[src/rspc_pkg.sv]
// Package of constants and types for the reset and sleep power control block
package rspc_pkg;
    // Register offsets of the plain register port
    localparam logic [3:0] ADDR_CTRL = 4'h0;
    localparam logic [3:0] ADDR_DIGITAL_INPUT_DISABLE_0 = 4'h1;
    localparam logic [3:0] ADDR_DIGITAL_INPUT_DISABLE_1 = 4'h2;
    localparam logic [3:0] ADDR_STATUS = 4'h3;
    localparam logic [3:0] ADDR_SLEEP = 4'h4;
    // Control register fields
    localparam int CTRL_DBG_DIS_BIT = 7;
    localparam int CTRL_USB_RST_EN_BIT = 0;
    localparam int CTRL_ACBG_BIT = 1;
    localparam int CTRL_ADC_EN_BIT = 2;
    localparam int CTRL_AC_EN_BIT = 3;
    localparam logic [7:0] CTRL_RESET = 8'h00;
    localparam logic [7:0] DIDR_RESET = 8'h00;
    // Sleep register fields
    localparam int SLEEP_ACT_BIT = 0;
    localparam int SLEEP_MODE_LSB = 1;
    localparam logic [3:0] SLEEP_RESET = 4'h0;
    // Sleep mode codes
    typedef enum logic [2:0] {
        RSPC_SM_IDLE = 3'b000,
        RSPC_SM_ADCNR = 3'b001,
        RSPC_SM_PDOWN = 3'b010,
        RSPC_SM_PSAVE = 3'b011,
        RSPC_SM_RSV4 = 3'b100,
        RSPC_SM_RSV5 = 3'b101,
        RSPC_SM_STBY = 3'b110,
        RSPC_SM_XSTBY = 3'b111
    } rspc_sleep_mode_t;
    // Brown-out level setting that disables the detector
    localparam logic [2:0] BOD_LEVEL_OFF = 3'b111;
    // Clock period and external reset pulse width
    localparam int CLK_PERIOD_PS = 4000;
    localparam int EXT_RST_MIN_PS = 400000;
    localparam logic [7:0] EXT_RST_CYCLES = 8'((EXT_RST_MIN_PS + CLK_PERIOD_PS - 1) / CLK_PERIOD_PS);
    // Reset stretch delays in cycles, indexed by startup time select
    localparam logic [19:0] DLY_SHORT = 20'h00010;
    localparam logic [19:0] DLY_MID = 20'h01000;
    localparam logic [19:0] DLY_LONG = 20'h10000;
    localparam logic [19:0] DLY_XLONG = 20'h40000;
    // Release state machine
    typedef enum logic [1:0] {
        RSPC_ST_HOLD = 2'b00,
        RSPC_ST_COUNT = 2'b01,
        RSPC_ST_RUN = 2'b10
    } rspc_state_t;
endpackage : rspc_pkg

[src/rspc_sync.sv]
// Two flip-flop synchroniser for asynchronous inputs
`timescale 1ns/1ps
module rspc_sync
(
    input wire logic mclk_in,
    input wire logic rst_in,
    input wire logic rst_val_in,
    input wire logic d_in,
    output logic q_out
);
    logic meta_reg;

    always_ff @(posedge mclk_in or posedge rst_in)
    begin
        if (rst_in)
        begin
            meta_reg <= 1'b1;
            q_out <= 1'b1;
        end
        else
        begin
            meta_reg <= d_in;
            q_out <= meta_reg;
        end
    end
    // rst_val_in is kept only for a uniform port list; the reset value is always one
    logic unused_w;
    assign unused_w = rst_val_in;
endmodule : rspc_sync

[src/rspc_core.sv]
// Reset combiner, reset stretch and sleep power gating
//
// Local design decisions: the address map and the plain strobed port.
`timescale 1ns/1ps
module rspc_core
(
    input wire logic mclk_in,
    input wire logic rst_in,
    input wire logic por_low_in,
    input wire logic ext_rst_n_in,
    input wire logic wdt_expire_in,
    input wire logic wdt_enable_in,
    input wire logic bod_low_in,
    input wire logic dbg_rst_bit_in,
    input wire logic usb_eor_in,
    input wire logic [2:0] brownout_level_setting_in,
    input wire logic [1:0] startup_time_select_in,
    input wire logic [3:0] clock_source_select_in,
    input wire logic onchip_debug_enable_setting_in,
    input wire logic debug_port_enable_setting_in,
    input wire logic [7:0] wake_pin_mask_in,
    input wire logic [3:0] addr_in,
    input wire logic [7:0] wdata_in,
    input wire logic wr_in,
    input wire logic rd_in,
    output logic [7:0] rdata_out,
    output logic port_rst_out,
    output logic core_rst_out,
    output logic usb_rst_out,
    output logic fetch_vector_out,
    output logic ac_enable_out,
    output logic vref_enable_out,
    output logic bod_active_out,
    output logic wdt_run_out,
    output logic main_clk_en_out,
    output logic onchip_debug_system_en_out,
    output logic [7:0] pin_ibuf_en_out,
    output logic [7:0] ain_ibuf_en_out
);
    typedef struct packed {
        rspc_pkg::rspc_state_t st;
        logic [19:0] cnt;
        logic [7:0] ext_cnt;
        logic ext_req;
        logic usb_only;
        logic [7:0] ctrl;
        logic [7:0] digital_input_disable_0;
        logic [7:0] digital_input_disable_1;
        logic [3:0] sleep;
        logic [7:0] rdata;
        logic core_rst;
        logic usb_rst;
        logic fetch;
        logic ac_en;
        logic vref_en;
        logic bod_act;
        logic wdt_run;
        logic clk_en;
        logic dbg_en;
        logic [7:0] pin_en;
        logic [7:0] ain_en;
    } rspc_core_state_t;

    rspc_core_state_t s_reg;
    rspc_core_state_t s_next;
    logic any_async_req;
    logic rst_pin_low_w;
    logic por_sync_w;
    logic wdt_sync_w;
    logic bod_sync_w;
    logic dbg_sync_w;
    logic usb_sync_w;
    logic bod_enabled_w;
    logic port_rst_a_reg;
    logic port_rst_b_reg;

    assign bod_enabled_w = (brownout_level_setting_in != rspc_pkg::BOD_LEVEL_OFF);
    // Asynchronous level requests, reach the pins without a clock
    assign any_async_req = por_low_in | ~ext_rst_n_in | (bod_low_in & bod_enabled_w)
        | dbg_rst_bit_in | rst_in;

    // Port reset: set asynchronously, released on the clock
    always_ff @(posedge mclk_in or posedge any_async_req)
    begin
        if (any_async_req)
        begin
            port_rst_a_reg <= 1'b1;
            port_rst_b_reg <= 1'b1;
        end
        else
        begin
            port_rst_a_reg <= s_reg.core_rst & ~s_reg.usb_only;
            port_rst_b_reg <= port_rst_a_reg;
        end
    end
    assign port_rst_out = port_rst_b_reg;

    rspc_sync u_sync_por (.mclk_in(mclk_in), .rst_in(rst_in), .rst_val_in(1'b1),
        .d_in(por_low_in), .q_out(por_sync_w));
    rspc_sync u_sync_ext (.mclk_in(mclk_in), .rst_in(rst_in), .rst_val_in(1'b1),
        .d_in(~ext_rst_n_in), .q_out(rst_pin_low_w));
    rspc_sync u_sync_wdt (.mclk_in(mclk_in), .rst_in(rst_in), .rst_val_in(1'b1),
        .d_in(wdt_expire_in & wdt_enable_in), .q_out(wdt_sync_w));
    rspc_sync u_sync_bod (.mclk_in(mclk_in), .rst_in(rst_in), .rst_val_in(1'b1),
        .d_in(bod_low_in & bod_enabled_w), .q_out(bod_sync_w));
    rspc_sync u_sync_dbg (.mclk_in(mclk_in), .rst_in(rst_in), .rst_val_in(1'b1),
        .d_in(dbg_rst_bit_in), .q_out(dbg_sync_w));
    rspc_sync u_sync_usb (.mclk_in(mclk_in), .rst_in(rst_in), .rst_val_in(1'b1),
        .d_in(usb_eor_in), .q_out(usb_sync_w));

    always_comb
    begin
        logic [19:0] dly;
        logic full_req;
        logic usb_req;
        logic deep;
        logic [2:0] mode;
        logic asleep;
        dly = rspc_pkg::DLY_SHORT;
        full_req = 1'b0;
        usb_req = 1'b0;
        deep = 1'b0;
        mode = 3'b000;
        asleep = 1'b0;
        s_next = s_reg;
        // Stretch length from startup time select; forced to DLY_SHORT when clock source select bit 3 is zero
        case (startup_time_select_in)
            2'b00: dly = rspc_pkg::DLY_SHORT;
            2'b01: dly = rspc_pkg::DLY_MID;
            2'b10: dly = rspc_pkg::DLY_LONG;
            2'b11: dly = rspc_pkg::DLY_XLONG;
            default: dly = rspc_pkg::DLY_SHORT;
        endcase
        if (clock_source_select_in[3] == 1'b0)
        begin
            dly = rspc_pkg::DLY_SHORT;
        end
        // External pin low must persist for the minimum width
        if (rst_pin_low_w)
        begin
            if (s_reg.ext_cnt != rspc_pkg::EXT_RST_CYCLES)
            begin
                s_next.ext_cnt = s_reg.ext_cnt + 8'h01;
            end
            else
            begin
                s_next.ext_req = 1'b1;
            end
        end
        else
        begin
            s_next.ext_cnt = 8'h00;
            s_next.ext_req = 1'b0;
        end
        full_req = por_sync_w | s_reg.ext_req | wdt_sync_w | bod_sync_w
            | dbg_sync_w;
        usb_req = usb_sync_w & s_reg.ctrl[rspc_pkg::CTRL_USB_RST_EN_BIT];
        // Reset release state machine
        case (s_reg.st)
            rspc_pkg::RSPC_ST_HOLD:
            begin
                s_next.core_rst = 1'b1;
                if (!full_req && !usb_req)
                begin
                    s_next.cnt = dly;
                    s_next.st = rspc_pkg::RSPC_ST_COUNT;
                end
            end
            rspc_pkg::RSPC_ST_COUNT:
            begin
                if (full_req || usb_req)
                begin
                    s_next.st = rspc_pkg::RSPC_ST_HOLD;
                end
                else if (s_reg.cnt == 20'h00000)
                begin
                    s_next.core_rst = 1'b0;
                    s_next.usb_rst = 1'b0;
                    s_next.usb_only = 1'b0;
                    s_next.st = rspc_pkg::RSPC_ST_RUN;
                end
                else
                begin
                    s_next.cnt = s_reg.cnt - 20'h00001;
                end
            end
            rspc_pkg::RSPC_ST_RUN:
            begin
                if (full_req || usb_req)
                begin
                    s_next.core_rst = 1'b1;
                    s_next.usb_only = usb_req & ~full_req;
                    s_next.usb_rst = full_req;
                    s_next.st = rspc_pkg::RSPC_ST_HOLD;
                end
            end
            default:
            begin
                s_next.st = rspc_pkg::RSPC_ST_HOLD;
            end
        endcase
        if (full_req)
        begin
            s_next.usb_rst = 1'b1;
            s_next.usb_only = 1'b0;
        end
        // Start at reset vector on the release edge
        s_next.fetch = s_reg.core_rst & ~s_next.core_rst;
        // Register port; internal reset restores initial values, but a USB-only reset keeps the control register's USB reset enable bit
        s_next.rdata = 8'h00;
        if (s_reg.core_rst && !s_reg.usb_only)
        begin
            s_next.ctrl = rspc_pkg::CTRL_RESET;
            s_next.digital_input_disable_0 = rspc_pkg::DIDR_RESET;
            s_next.digital_input_disable_1 = rspc_pkg::DIDR_RESET;
            s_next.sleep = rspc_pkg::SLEEP_RESET;
        end
        else if (s_reg.core_rst)
        begin
            s_next.digital_input_disable_0 = rspc_pkg::DIDR_RESET;
            s_next.digital_input_disable_1 = rspc_pkg::DIDR_RESET;
            s_next.sleep = rspc_pkg::SLEEP_RESET;
            s_next.ctrl = s_reg.ctrl & 8'h01;
        end
        else if (wr_in)
        begin
            case (addr_in)
                rspc_pkg::ADDR_CTRL: s_next.ctrl = wdata_in;
                rspc_pkg::ADDR_DIGITAL_INPUT_DISABLE_0: s_next.digital_input_disable_0 = wdata_in;
                rspc_pkg::ADDR_DIGITAL_INPUT_DISABLE_1: s_next.digital_input_disable_1 = wdata_in;
                rspc_pkg::ADDR_SLEEP: s_next.sleep = wdata_in[3:0];
                default: s_next.sleep = s_reg.sleep;
            endcase
        end
        else if (rd_in)
        begin
            case (addr_in)
                rspc_pkg::ADDR_CTRL: s_next.rdata = s_reg.ctrl;
                rspc_pkg::ADDR_DIGITAL_INPUT_DISABLE_0: s_next.rdata = s_reg.digital_input_disable_0;
                rspc_pkg::ADDR_DIGITAL_INPUT_DISABLE_1: s_next.rdata = s_reg.digital_input_disable_1;
                rspc_pkg::ADDR_SLEEP: s_next.rdata = {4'h0, s_reg.sleep};
                rspc_pkg::ADDR_STATUS: s_next.rdata = {3'h0, s_reg.dbg_en, s_reg.vref_en,
                    s_reg.ac_en, s_reg.clk_en, s_reg.usb_only};
                default: s_next.rdata = 8'h00;
            endcase
        end
        // Sleep gating
        asleep = s_reg.sleep[rspc_pkg::SLEEP_ACT_BIT];
        mode = s_reg.sleep[rspc_pkg::SLEEP_MODE_LSB +: 3];
        deep = asleep && (mode != rspc_pkg::RSPC_SM_IDLE) && (mode != rspc_pkg::RSPC_SM_ADCNR);
        s_next.ac_en = s_reg.ctrl[rspc_pkg::CTRL_AC_EN_BIT] & ~deep;
        // Reference is on while brown-out detection, the comparator's reference select or the ADC enable is set, in any sleep mode
        s_next.vref_en = bod_enabled_w | s_reg.ctrl[rspc_pkg::CTRL_ACBG_BIT]
            | s_reg.ctrl[rspc_pkg::CTRL_ADC_EN_BIT];
        s_next.bod_act = bod_enabled_w;
        s_next.wdt_run = wdt_enable_in;
        s_next.dbg_en = onchip_debug_enable_setting_in & debug_port_enable_setting_in
            & ~s_reg.ctrl[rspc_pkg::CTRL_DBG_DIS_BIT];
        s_next.clk_en = ~(deep && (mode != rspc_pkg::RSPC_SM_STBY)
            && (mode != rspc_pkg::RSPC_SM_XSTBY)) | s_reg.dbg_en;
        if (deep)
        begin
            s_next.pin_en = wake_pin_mask_in;
        end
        else
        begin
            s_next.pin_en = 8'hff;
        end
        s_next.ain_en = ~(s_reg.digital_input_disable_0 | s_reg.digital_input_disable_1) & s_next.pin_en;
    end

    always_ff @(posedge mclk_in or posedge rst_in)
    begin
        if (rst_in)
        begin
            s_reg <= '0;
            s_reg.st <= rspc_pkg::RSPC_ST_HOLD;
            s_reg.core_rst <= 1'b1;
            s_reg.usb_rst <= 1'b1;
            s_reg.clk_en <= 1'b1;
            s_reg.pin_en <= 8'hff;
            s_reg.ain_en <= 8'hff;
        end
        else
        begin
            s_reg <= s_next;
        end
    end

    assign rdata_out = s_reg.rdata;
    assign core_rst_out = s_reg.core_rst;
    assign usb_rst_out = s_reg.usb_rst;
    assign fetch_vector_out = s_reg.fetch;
    assign ac_enable_out = s_reg.ac_en;
    assign vref_enable_out = s_reg.vref_en;
    assign bod_active_out = s_reg.bod_act;
    assign wdt_run_out = s_reg.wdt_run;
    assign main_clk_en_out = s_reg.clk_en;
    assign onchip_debug_system_en_out = s_reg.dbg_en;
    assign pin_ibuf_en_out = s_reg.pin_en;
    assign ain_ibuf_en_out = s_reg.ain_en;
endmodule : rspc_core

[config.mk]
export PLATFORM = sky130hd
export DESIGN_NAME = rspc_core
export DESIGN_NICKNAME = d
export VERILOG_FILES = /design/src/rspc_pkg.sv /design/src/rspc_sync.sv /design/src/rspc_core.sv
export SDC_FILE = /design/constraint.sdc
export NUM_CORES = 1
export LEC_CHECK = 0
export ABC_AREA = 1
export ABC_CLOCK_PERIOD_IN_PS = 3400
export BUFFER_PORTS_ARGS = -buffer_cell sky130_fd_sc_hd__buf_2
export CAP_MARGIN = 10
export CORE_ASPECT_RATIO = 0.9
export CORE_MARGIN = 1
export CORE_UTILIZATION = 46
export DETAILED_ROUTE_END_ITERATION = 16
export GPL_TIMING_DRIVEN = 1
export PLACE_DENSITY_LB_ADDON = 0.08
export REMOVE_ABC_BUFFERS = 1
export SYNTH_ARGS = -nofsm -noshare
export SYNTH_HDL_FRONTEND = slang
export SYNTH_HIERARCHICAL = 1
export SYNTH_SLANG_ARGS = --single-unit
[constraint.sdc]
create_clock -name mclk_in -period 3.4 [get_ports mclk_in]
set_clock_uncertainty 0.1 [all_clocks]
set_input_delay 0.17 -clock mclk_in [delete_from_list [all_inputs] [get_ports mclk_in]]
set_output_delay 0.17 -clock mclk_in [all_outputs]
set_load 0.02 [all_outputs]
# ---- Yosys cells after proc, flatten, opt, wreduce, memory -nomap -nowiden
# Index checks and enable logic that the tools add are counted.
dict set report totals {
  reg_bits 107
  input_bits 42
  elab_cells 162
}
dict set report op_classes {
  add_sub_neg 2
  eq_ne 25
  n_mux 37
  bitwise 30
  n_reduce_logical 32
}
# op n
set ops {}
lappend ops {{$mux 28} 3}
lappend ops {{$pmux 20 s4} 1}
lappend ops {{$mux 8} 9}
lappend ops {{$mux 20} 3}
lappend ops {{$pmux 20 s2} 1}
lappend ops {{$pmux 8 s5} 1}
lappend ops {{$mux 22} 1}
lappend ops {{$ne 3x3->1 const B} 7}
lappend ops {{$reduce_bool 3->1} 7}
lappend ops {{$logic_not 20->1} 1}
lappend ops {{$sub 20x1->20 const B} 1}
lappend ops {{$mux 2} 6}
lappend ops {{$ne 2x2->1 const B} 6}
lappend ops {{$or 1x1->1} 11}
lappend ops {{$and 1x1->1} 9}
lappend ops {{$mux 9} 1}
lappend ops {{$add 8x1->8 const B} 1}
lappend ops {{$and 8x8->8} 1}
lappend ops {{$eq 4x2->1 const B} 2}
lappend ops {{$ne 8x7->1 const B} 1}
lappend ops {{$not 8->8} 1}
lappend ops {{$or 8x8->8} 1}
lappend ops {{$reduce_and 2->1} 4}
lappend ops {{$reduce_and 4->1} 2}
lappend ops {{other kinds (19)} 45}

# ---- Longest topological paths before layout
# Gate-level depths: netlist (run 1).
dict set report depth {
  ltp_word 9
  mapped_depth 10
  mapped_depth_nobuf 10
}

# ---- Modules after synthesis
# Netlist (run 1), hierarchy kept.
# mod instances cells_per_inst area_each_um2
set modules_own_cells {}
lappend modules_own_cells {rspc_core 1 601 4948.5}
lappend modules_own_cells {rspc_sync 6 3 56.3}

# ---- Worst setup path after synthesis (run 1)
# Ideal clock, no wire load.
dict set report synth_timing {
  path_type {register to register}
  start {register s_reg[71] in the netlist's numbering}
  end {register s_reg[87] in the netlist's numbering}
  setup_ns 0.119
  arrival_ns 1.418
  path_slack_ns 1.763
  stages_incl_launch_ff 11
  n_path_buf 1
  synth_period_minus_slack_ns 1.637
  path_cell_list {dfrtp_1 inv_1 ha_1 nand2_1 nor2_4 nand4_4 nand2_4 inv_6 buf_12 o21ai_2 nand2_2}
}
dict set report synth_via {
  elab_chain_len 4
}
# item line_no
set synth_rtl {}
lappend synth_rtl {{from (decl)} rspc_core.sv:64} ;# rspc_core_state_t s_reg;
lappend synth_rtl {{from (signal assigned)} rspc_core.sv:286} ;# s_reg <= s_next;
lappend synth_rtl {{$sub 20x1->20} rspc_core.sv:184} ;# s_next.cnt = s_reg.cnt - 20'h00001;
lappend synth_rtl {{$mux 20} rspc_core.sv:175} ;# else if (s_reg.cnt == 20'h00000)
lappend synth_rtl {{$mux 20} rspc_core.sv:171} ;# if (full_req || usb_req)
lappend synth_rtl {{$pmux 20 s2} rspc_core.sv:159} ;# case (s_reg.st)
# Several ways; a longest one is shown, not always the timed one. The select of a mux whose other input is x is not followed.
# A chain may end at the register's enable or synchronous reset.

# ---- Final worst setup path (run 1)
dict set report layout_timing {
  start {register s_reg[92] in the netlist's numbering}
  end {register s_reg[61] in the netlist's numbering}
}
dict set report layout_via {
  elab_chain_len 3
}
# item line_no
set layout_rtl {}
lappend layout_rtl {{$eq 2x1->1 or $eq 2x2->1 (tied branches)} rspc_core.sv:159}
lappend layout_rtl {{$ne 3x3->1 (no source line) (tied with other cells)} n/a}
lappend layout_rtl {{$reduce_and 4->1 (no source line) or $mux 1 (tied branches)} n/a}
# Several ways; a longest one is shown, not always the timed one.

==> metrics.txt, run 1 <==
CP Data Arrival Time=2.17 ns; Avg Cell Area, Syn=8.55 um^2; Final Hold Slack=0.0178 ns; Slew Limit Fails=0; Fmax=495 MHz; H-tree Lvls=3; # diodes=0; synthesized cell area=5280 um^2; DRT antenna net count=0; worst-case clock buffer depth=2; Multi-input gate area=1860 um^2; routability cong.=0.834; initial core utilization=48.1%; # nets final=742; Layout Utilization=56.4%; First DRT Iteration DRCs=170; R2R Path Start=s_reg[92]; hpwl dp=7670 um; per-cell routed wire length=13.1 um; vias in the first global route=3932; Worst Hold Class=input port to flip-flop; Worst Path Max Fanout=14; final hold vios=0; worst skew pair latency=0.36 ns; worst reg2reg endpoint=s_reg[61]; DR pass1 iterations=5; Synth Warn #=6; part of the cycle the worst path needs=59.4%; Die Y=104 um; antenna violations before repair=0; I/O pin count=76; Clock Sinks=107; CP startpoint=s_reg[92]; crit path time final=2.02 ns; reg2reg setup slack=1.38 ns; Final setup viols=0; port bufs=72; critical path endpoint category=flip-flop; root buf cell=clkbuf_16; Area after DPL=5590 um^2; first-pass GRT wire length=18800 um; Post-Layout Inst Area=6200 um^2; DRC Markers=0; fin cells=853; die area=11900 um^2; Clock Pin Slew Worst Setup and Hold Paths=0.07 ns; setup_tns=0 ns; die outline width=115 um; RSZ-0062 raised after global routing=no; total wire length=11200 um; Rel. slew slack=50.2%; post_cts resized=0; Overflow after GRT=0; Area growth syn-to-layout=17.3%; Placeable Area=11000 um^2; CTS Hold Bufs=28; via/cell ratio=4.84; gr usage total=20.3%; R2R depth=8; largest net degree at the start of global routing=55; Cells after Synth=618; fillcell total=1011; maximum vdd drop=0.306 mV; Cell Pwr Density=495 nW/um^2; critical path endpoint=s_reg[61]; share of post-route cells with drive strength above 1=24.0%; number of setup buffers added after CTS=0; LEAKAGE=0.00298 uW; max_cap viols=0; kind of critical path=flip-flop to flip-flop; CP startpoint kind=flip-flop; status=complete, no violations; Placed Cells=809; Row Count=36; Largest register FFs=60; CTS tree=yes; WP data required=3.55 ns; via count=4132; Reg area=2720 um^2; actual slew at the worst max-slew pin=0.747 ns; Num CTS Buffers=9
==> layout make-up <==
class	count	area share, %
clock inverter	6	1.55
clock buffer	10	3.70
inverter	116	7.13
multi-input combinational	361	30.0
tap	152	3.07
timing repair buffer	101	10.7
sequential	107	43.9
==> routing by layer <==
| metal | share of wire [%] | track usage [%] | routed length [um] |
|---|---|---|---|
| met1 | 48 | 28.0 | 5360 |
| met2 | 47 | 31.2 | 5220 |
| met3 | 4.0 | 5.56 | 452 |
| met4 | 1.3 | 5.75 | 146 |
| met5 | 0 | 0 | 0 |
==> worst min-delay path by stage <==
stage | startpoint | to | slack (ns) | cells past startpoint
2_1_floorplan | rst_in | u_sync_bod/meta_reg | -0.02 | 1
3_3_place_gp | ext_rst_n_in | port_rst_out | 0.18 | 3
3_5_place_dp | rst_in | u_sync_usb/q_out | 0.18 | 2
4_1_cts | brownout_level_setting_in[2] | bod_active_out | 0.002 | 2
5_1_grt | brownout_level_setting_in[2] | bod_active_out | 0.04 | 2
6_report | brownout_level_setting_in[2] | bod_active_out | 0.02 | 2
==> placed cells by master, fill, tap and decap left out, types with 4 or more instances in the layout <==
| cell | n |
|---|---|
| inv_1 | 112 |
| nand2_1 | 105 |
| dfrtp_1 | 74 |
| buf_2 | 72 |
| nor2_1 | 66 |
| nand3_1 | 39 |
| dfstp_2 | 33 |
| o21ai_0 | 30 |
| dlygate4sd3_1 | 28 |
| o22ai_1 | 20 |
| o21ai_1 | 13 |
| nand2_2 | 12 |
| a21oi_1 | 10 |
| nor3_1 | 9 |
| clkbuf_16 | 9 |
| o21ai_2 | 8 |
| nand4_1 | 8 |
| nor2_4 | 7 |
| nor2_2 | 6 |
| xor2_1 | 6 |
| ha_1 | 4 |
==> power breakdown <==
part	switching [uW]	internal [uW]	total, uW
combinational	344	191	535
clock	491	658	1150
sequential	47.0	1340	1380
total	883	2190	3070
==> stage by stage <==
step           setup slack (ns)  total power (uW)
3_5_place_dp               1.35              1920
6_report                   1.38              3070
5_1_grt                    1.17              3230
3_3_place_gp               1.37              1910
2_1_floorplan             0.741              1790
4_1_cts                    1.32              3120
==> worst max-delay path: stages, from the launching register on <==
cell and delay, ns:
dfrtp_1 0.43, inv_1 0.11, nand2_1 0.32, inv_1 0.51, nand3_1 0.18, nand2_1 0.09
nand2_1 0.06, nand2_1 0.06, nand2_1 0.04
Note: power is estimated with default switching activity, not from simulation.
==> inputs of run 2 (changes only) <==
--- a/config.mk
+++ b/config.mk
@@ -6,7 +6,7 @@
 export NUM_CORES = 1
 export LEC_CHECK = 0
 export ABC_AREA = 1
-export ABC_CLOCK_PERIOD_IN_PS = 3400
+export ABC_CLOCK_PERIOD_IN_PS = 1800
 export BUFFER_PORTS_ARGS = -buffer_cell sky130_fd_sc_hd__buf_2
 export CAP_MARGIN = 10
 export CORE_ASPECT_RATIO = 0.9
==> constraint.sdc (replaced) <==
create_clock -name mclk_in -period 1.8 [get_ports mclk_in]
set_clock_uncertainty 0.1 [all_clocks]
set_input_delay 0.09 -clock mclk_in [delete_from_list [all_inputs] [get_ports mclk_in]]
set_output_delay 0.09 -clock mclk_in [all_outputs]
set_load 0.02 [all_outputs]
==> metrics.txt, run 2 (same netlist as run 1, synthesis figures left out) <==
routability cong.=0.835; status=complete, no violations; first-pass GRT wire length=19800 um; I/O pin count=76; gr usage total=21.4%; fillcell total=1017; Rel. slew slack=64.5%; P_sw=1650 uW; # nets final=755; Setup WS post-layout=0.144 ns; Die Y=104 um; Power Internal=3910 uW; share of post-route cells with drive strength above 1=25.4%; total wire length=11500 um; # diodes=0; RSZ-0062 raised after global routing=no; per-cell routed wire length=13.3 um; CTS tree=yes; Num CTS Buffers=9; Seq pwr share=47.0%; via count=4167; setup_tns=0 ns; post-layout total power=5560 uW; number of setup buffers added after CTS=0; DRC Markers=0; final hold vios=0; CP Data Arrival Time=1.83 ns; antenna violations before repair=0; commonest cells after routing, fill and taps aside=inv_1 (111), nand2_1 (105), dfrtp_1 (74); Placed Cells=821; largest net degree at the start of global routing=37; kind of critical path=flip-flop to flip-flop; worst-case clock buffer depth=2; Clock Pin Slew Worst Setup and Hold Paths=0.07 ns; crit path time final=1.66 ns; Overflow after GRT=0; depth of the worst hold-timing path=4; Clock Sinks=107; Fmax=604 MHz; worst skew pair latency=0.35 ns; clock power share=34.1%; hpwl dp=8040 um; initial core utilization=48.1%; Setup Slack @ Placement=0.0908 ns; die area=11900 um^2; die outline width=115 um; critical path endpoint category=flip-flop; Final setup viols=0; H-tree Lvls=3; First DRT Iteration DRCs=249; combinational share of power=19.0%; Largest register FFs=60; Area growth syn-to-layout=19.1%; actual slew at the worst max-slew pin=0.532 ns; Placeable Area=11000 um^2; root buf cell=clkbuf_16; CP startpoint kind=flip-flop; Layout Utilization=57.3%; DR pass1 iterations=4; Multi-input gate area=1880 um^2; DRT antenna net count=0; part of the cycle the worst path needs=92.0%; maximum vdd drop=0.678 mV; Reg area=2720 um^2; Worst Path Max Fanout=20; port bufs=72; max_cap viols=0; WP data required=1.97 ns; Cell Pwr Density=884 nW/um^2; fin cells=866; Slew Limit Fails=0; Row Count=36; vias in the first global route=4156; R2R depth=9; LEAKAGE=0.00303 uW; Worst Hold Class=input port to flip-flop; Sw Ratio=29.7%; via/cell ratio=4.81; most common cell after layout, fill and taps aside=inv_1
==> run 2: per-layer routing <==
metal | part of all wire [%] | track usage (%) | vias up
met5 | 0 | 0 | -
met4 | 1.2 | 6.22 | 0
met3 | 3.9 | 5.09 | 12
met2 | 48 | 34.0 | 80
met1 | 47 | 28.9 | 1979
li1 | - | - | 2096
==> run 2: worst paths after layout <==
path / from / end / slack (ns)
max: s_reg[71] / s_reg[73] / 0.14
min: startup_time_select_in[0] / s_reg[87] / 0.01
max reg2reg: s_reg[71] / s_reg[73] / 0.14
min reg2reg: u_sync_ext/meta_reg / u_sync_ext/q_out / 0.26
max in group asynchronous: brownout_level_setting_in[0] / port_rst_out / 0.46
min in group asynchronous: rst_in / u_sync_wdt/meta_reg / 0.27
==> run 2: critical path, cell delays in order, from the launching register on <==
cell and delay (ns):
dfrtp_1 0.41, inv_2 0.10, ha_1 0.18, nand2_1 0.09, nor2_4 0.14, nand4_4 0.14
nand2_4 0.12, buf_12 0.15, nand2_1 0.05, o21ai_1 0.08
==> run 2: power groups by stage <==
stage | clock [uW] | combinational [uW] | sequential (uW)
floorplan | 0 | 712 | 2660
global placement | 0 | 978 | 2650
detailed placement | 0 | 998 | 2650
CTS | 1950 | 1050 | 2610
global route | 2050 | 1220 | 2630
finish | 1900 | 1050 | 2610
==> run 2: through the flow <==
step / area [um^2] / hold slack [ns]
after detailed placement: 5710 / 0.0956
final: 6290 / 0.00999
after floorplan: 5020 / -0.0985
after global routing: 6290 / 0.0113
after CTS: 6270 / 0.000254
after global placement: 5710 / 0.0936
==> run 2: final cells by class <==
cell class | count | share of cell area (%)
clock buffers | 12 | 3.92
flip-flops and latches | 107 | 43.2
well taps | 152 | 3.02
multi-input cells | 361 | 29.8
clock inverters | 4 | 0.517
repair buffers | 114 | 12.5
inverters | 116 | 7.02
==> run 2: repair_timing <==
item                                   in CTS  in global routing
endpoints found under the hold margin      67                  0
gates resized for setup                     0                  4
setup endpoints to repair                   0                  4
hold buffers                               29                  0
==> inputs of run 3 (changes only) <==
--- a/config.mk
+++ b/config.mk
@@ -11,7 +11,7 @@
 export CAP_MARGIN = 10
 export CORE_ASPECT_RATIO = 0.9
 export CORE_MARGIN = 1
-export CORE_UTILIZATION = 46
+export CORE_UTILIZATION = 40
 export DETAILED_ROUTE_END_ITERATION = 16
 export GPL_TIMING_DRIVEN = 1
 export PLACE_DENSITY_LB_ADDON = 0.08
==> metrics.txt, run 3 (same netlist as run 1, synthesis figures left out) <==
DRC Markers=0; Seq pwr share=45.3%; Rel. slew slack=67.8%; hpwl dp=8310 um; most common cell after layout, fill and taps aside=inv_1; fillcell total=1237; first-pass GRT wire length=19800 um; Setup Slack @ Placement=0.114 ns; Worst Path Max Fanout=19; worst reg2reg endpoint=s_reg[89]; final hold vios=0; Worst Hold Class=input port to flip-flop; R2R Path Start=s_reg[71]; Slowest cell on crit path=dfrtp_1; WP data required=1.94 ns; LEAKAGE=0.00307 uW; commonest cells after routing, fill and taps aside=inv_1 (111), nand2_1 (105), dfrtp_1 (74); I/O pin count=76; reg2reg setup slack=0.13 ns; die outline width=123 um; Reg area=2720 um^2; max_cap viols=0; gr usage total=18.7%; per-cell routed wire length=13.4 um; Final Hold Slack=0.0230 ns; CP startpoint kind=flip-flop; Placed Cells=837; maximum vdd drop=0.434 mV; First DRT Iteration DRCs=225; Overflow after GRT=0; share of post-route cells with drive strength above 1=25.9%; number of setup buffers added after CTS=0; critical path endpoint category=flip-flop; CP Data Arrival Time=1.81 ns; largest net degree at the start of global routing=87; Sw Ratio=30.0%; RSZ-0062 raised after global routing=no; DRT antenna net count=0; Slew Limit Fails=0; CP most frequent cell=nand2_1; crit-path leading delay family=simple AND/OR/NAND/NOR gates; Min-Delay Endpoint=u_sync_bod/meta_reg; Cell Pwr Density=905 nW/um^2; DR pass1 iterations=4; antenna violations before repair=0; R2R depth=9; CP cell instances=inv_2 -> ha_1 -> nand2_1 -> nor2_4 -> nand4_4 -> nand2_4 -> inv_6 -> o21ai_0 -> nand2_1; routability cong.=0.811; Die Y=111 um; H-tree Lvls=3; Placeable Area=12800 um^2; Multi-input gate area=1870 um^2; Clock Pin Slew Worst Setup and Hold Paths=0.08 ns; Final setup viols=0; worst-case clock buffer depth=2; Area growth syn-to-layout=20.6%; combinational share of power=18.6%; fin cells=885; Num CTS Buffers=9; Buffers & Inverters on Critical Path=2; HP Start=brownout_level_setting_in[1]; actual slew at the worst max-slew pin=0.481 ns; worst skew pair latency=0.36 ns; root buf cell=clkbuf_16; # nets final=762; delay of the slowest critical-path stage=0.41 ns; via count=4184; Row Count=39; CTS tree=yes; kind of critical path=flip-flop to flip-flop; via/cell ratio=4.73; Power Internal=4040 uW; # diodes=0; part of the cycle the worst path needs=92.6%; Setup WS post-layout=0.133 ns; die area=13700 um^2; Clock Sinks=107; P_sw=1730 uW; clock power share=36.1%; crit path time final=1.67 ns; setup_tns=0 ns; Fmax=600 MHz; Largest register FFs=60; vias in the first global route=4186; status=complete, no violations; depth of the worst hold-timing path=4; initial core utilization=41.3%; port bufs=72; total wire length=11800 um
-- run 3: tightest hold or removal path: stages --
cell	delay, ns
buf_2	0.08
nand3_1	0.14
nand2_1	0.12
inv_1	0.04
-- run 3: stage by stage --
step	utilization, %	cell area, um^2	power [uW]
2_1_floorplan	-	5020	3370
3_3_place_gp	44.8	5730	3650
3_5_place_dp	44.8	5730	3670
4_1_cts	49.7	6360	5820
5_1_grt	49.8	6370	6070
6_report	49.8	6370	5760
-- run 3: worst max path at each step --
stage,from,end,depth (start not counted)
3_3_place_gp,s_reg[71],s_reg[89],9
5_1_grt,s_reg[74],s_reg[61],8
2_1_floorplan,rst_in,ac_enable_out,1
6_report,s_reg[71],s_reg[89],9
3_5_place_dp,s_reg[71],s_reg[87],9
4_1_cts,s_reg[71],s_reg[89],9
-- run 3: timing repair --
| item | in CTS | in global routing |
|---|---|---|
| endpoints found under the hold margin | 130 | 0 |
| gates resized for setup | 0 | 5 |
| endpoints found under the setup margin | 0 | 4 |
| hold buffers | 32 | 0 |
-- run 3: cell type report --
class                      count  share of cell area [%]
tap                          164                    3.22
clock buffer                  10                    3.59
inverter                     116                    6.93
multi-input combinational    361                    29.4
clock inverter                 6                    1.30
timing repair buffer         121                    12.9
sequential                   107                    42.7
-- run 3: metal layers --
layer,GRT usage [%],vias to the layer above,share of wire (%)
li1,-,2115,-
met1,25.8,1990,49
met2,29.0,68,46
met3,4.27,11,3.5
met4,6.02,0,1.4
met5,0,-,0
-- run 3: power by group through the flow --
stage                     clock network, uW  registers, uW  logic [uW]
final                                  2080           2610        1070
after global routing                   2230           2620        1220
after CTS                              2150           2610        1070
after detailed placement                  0           2650        1020
after global placement                    0           2650         999
after floorplan                           0           2660         712
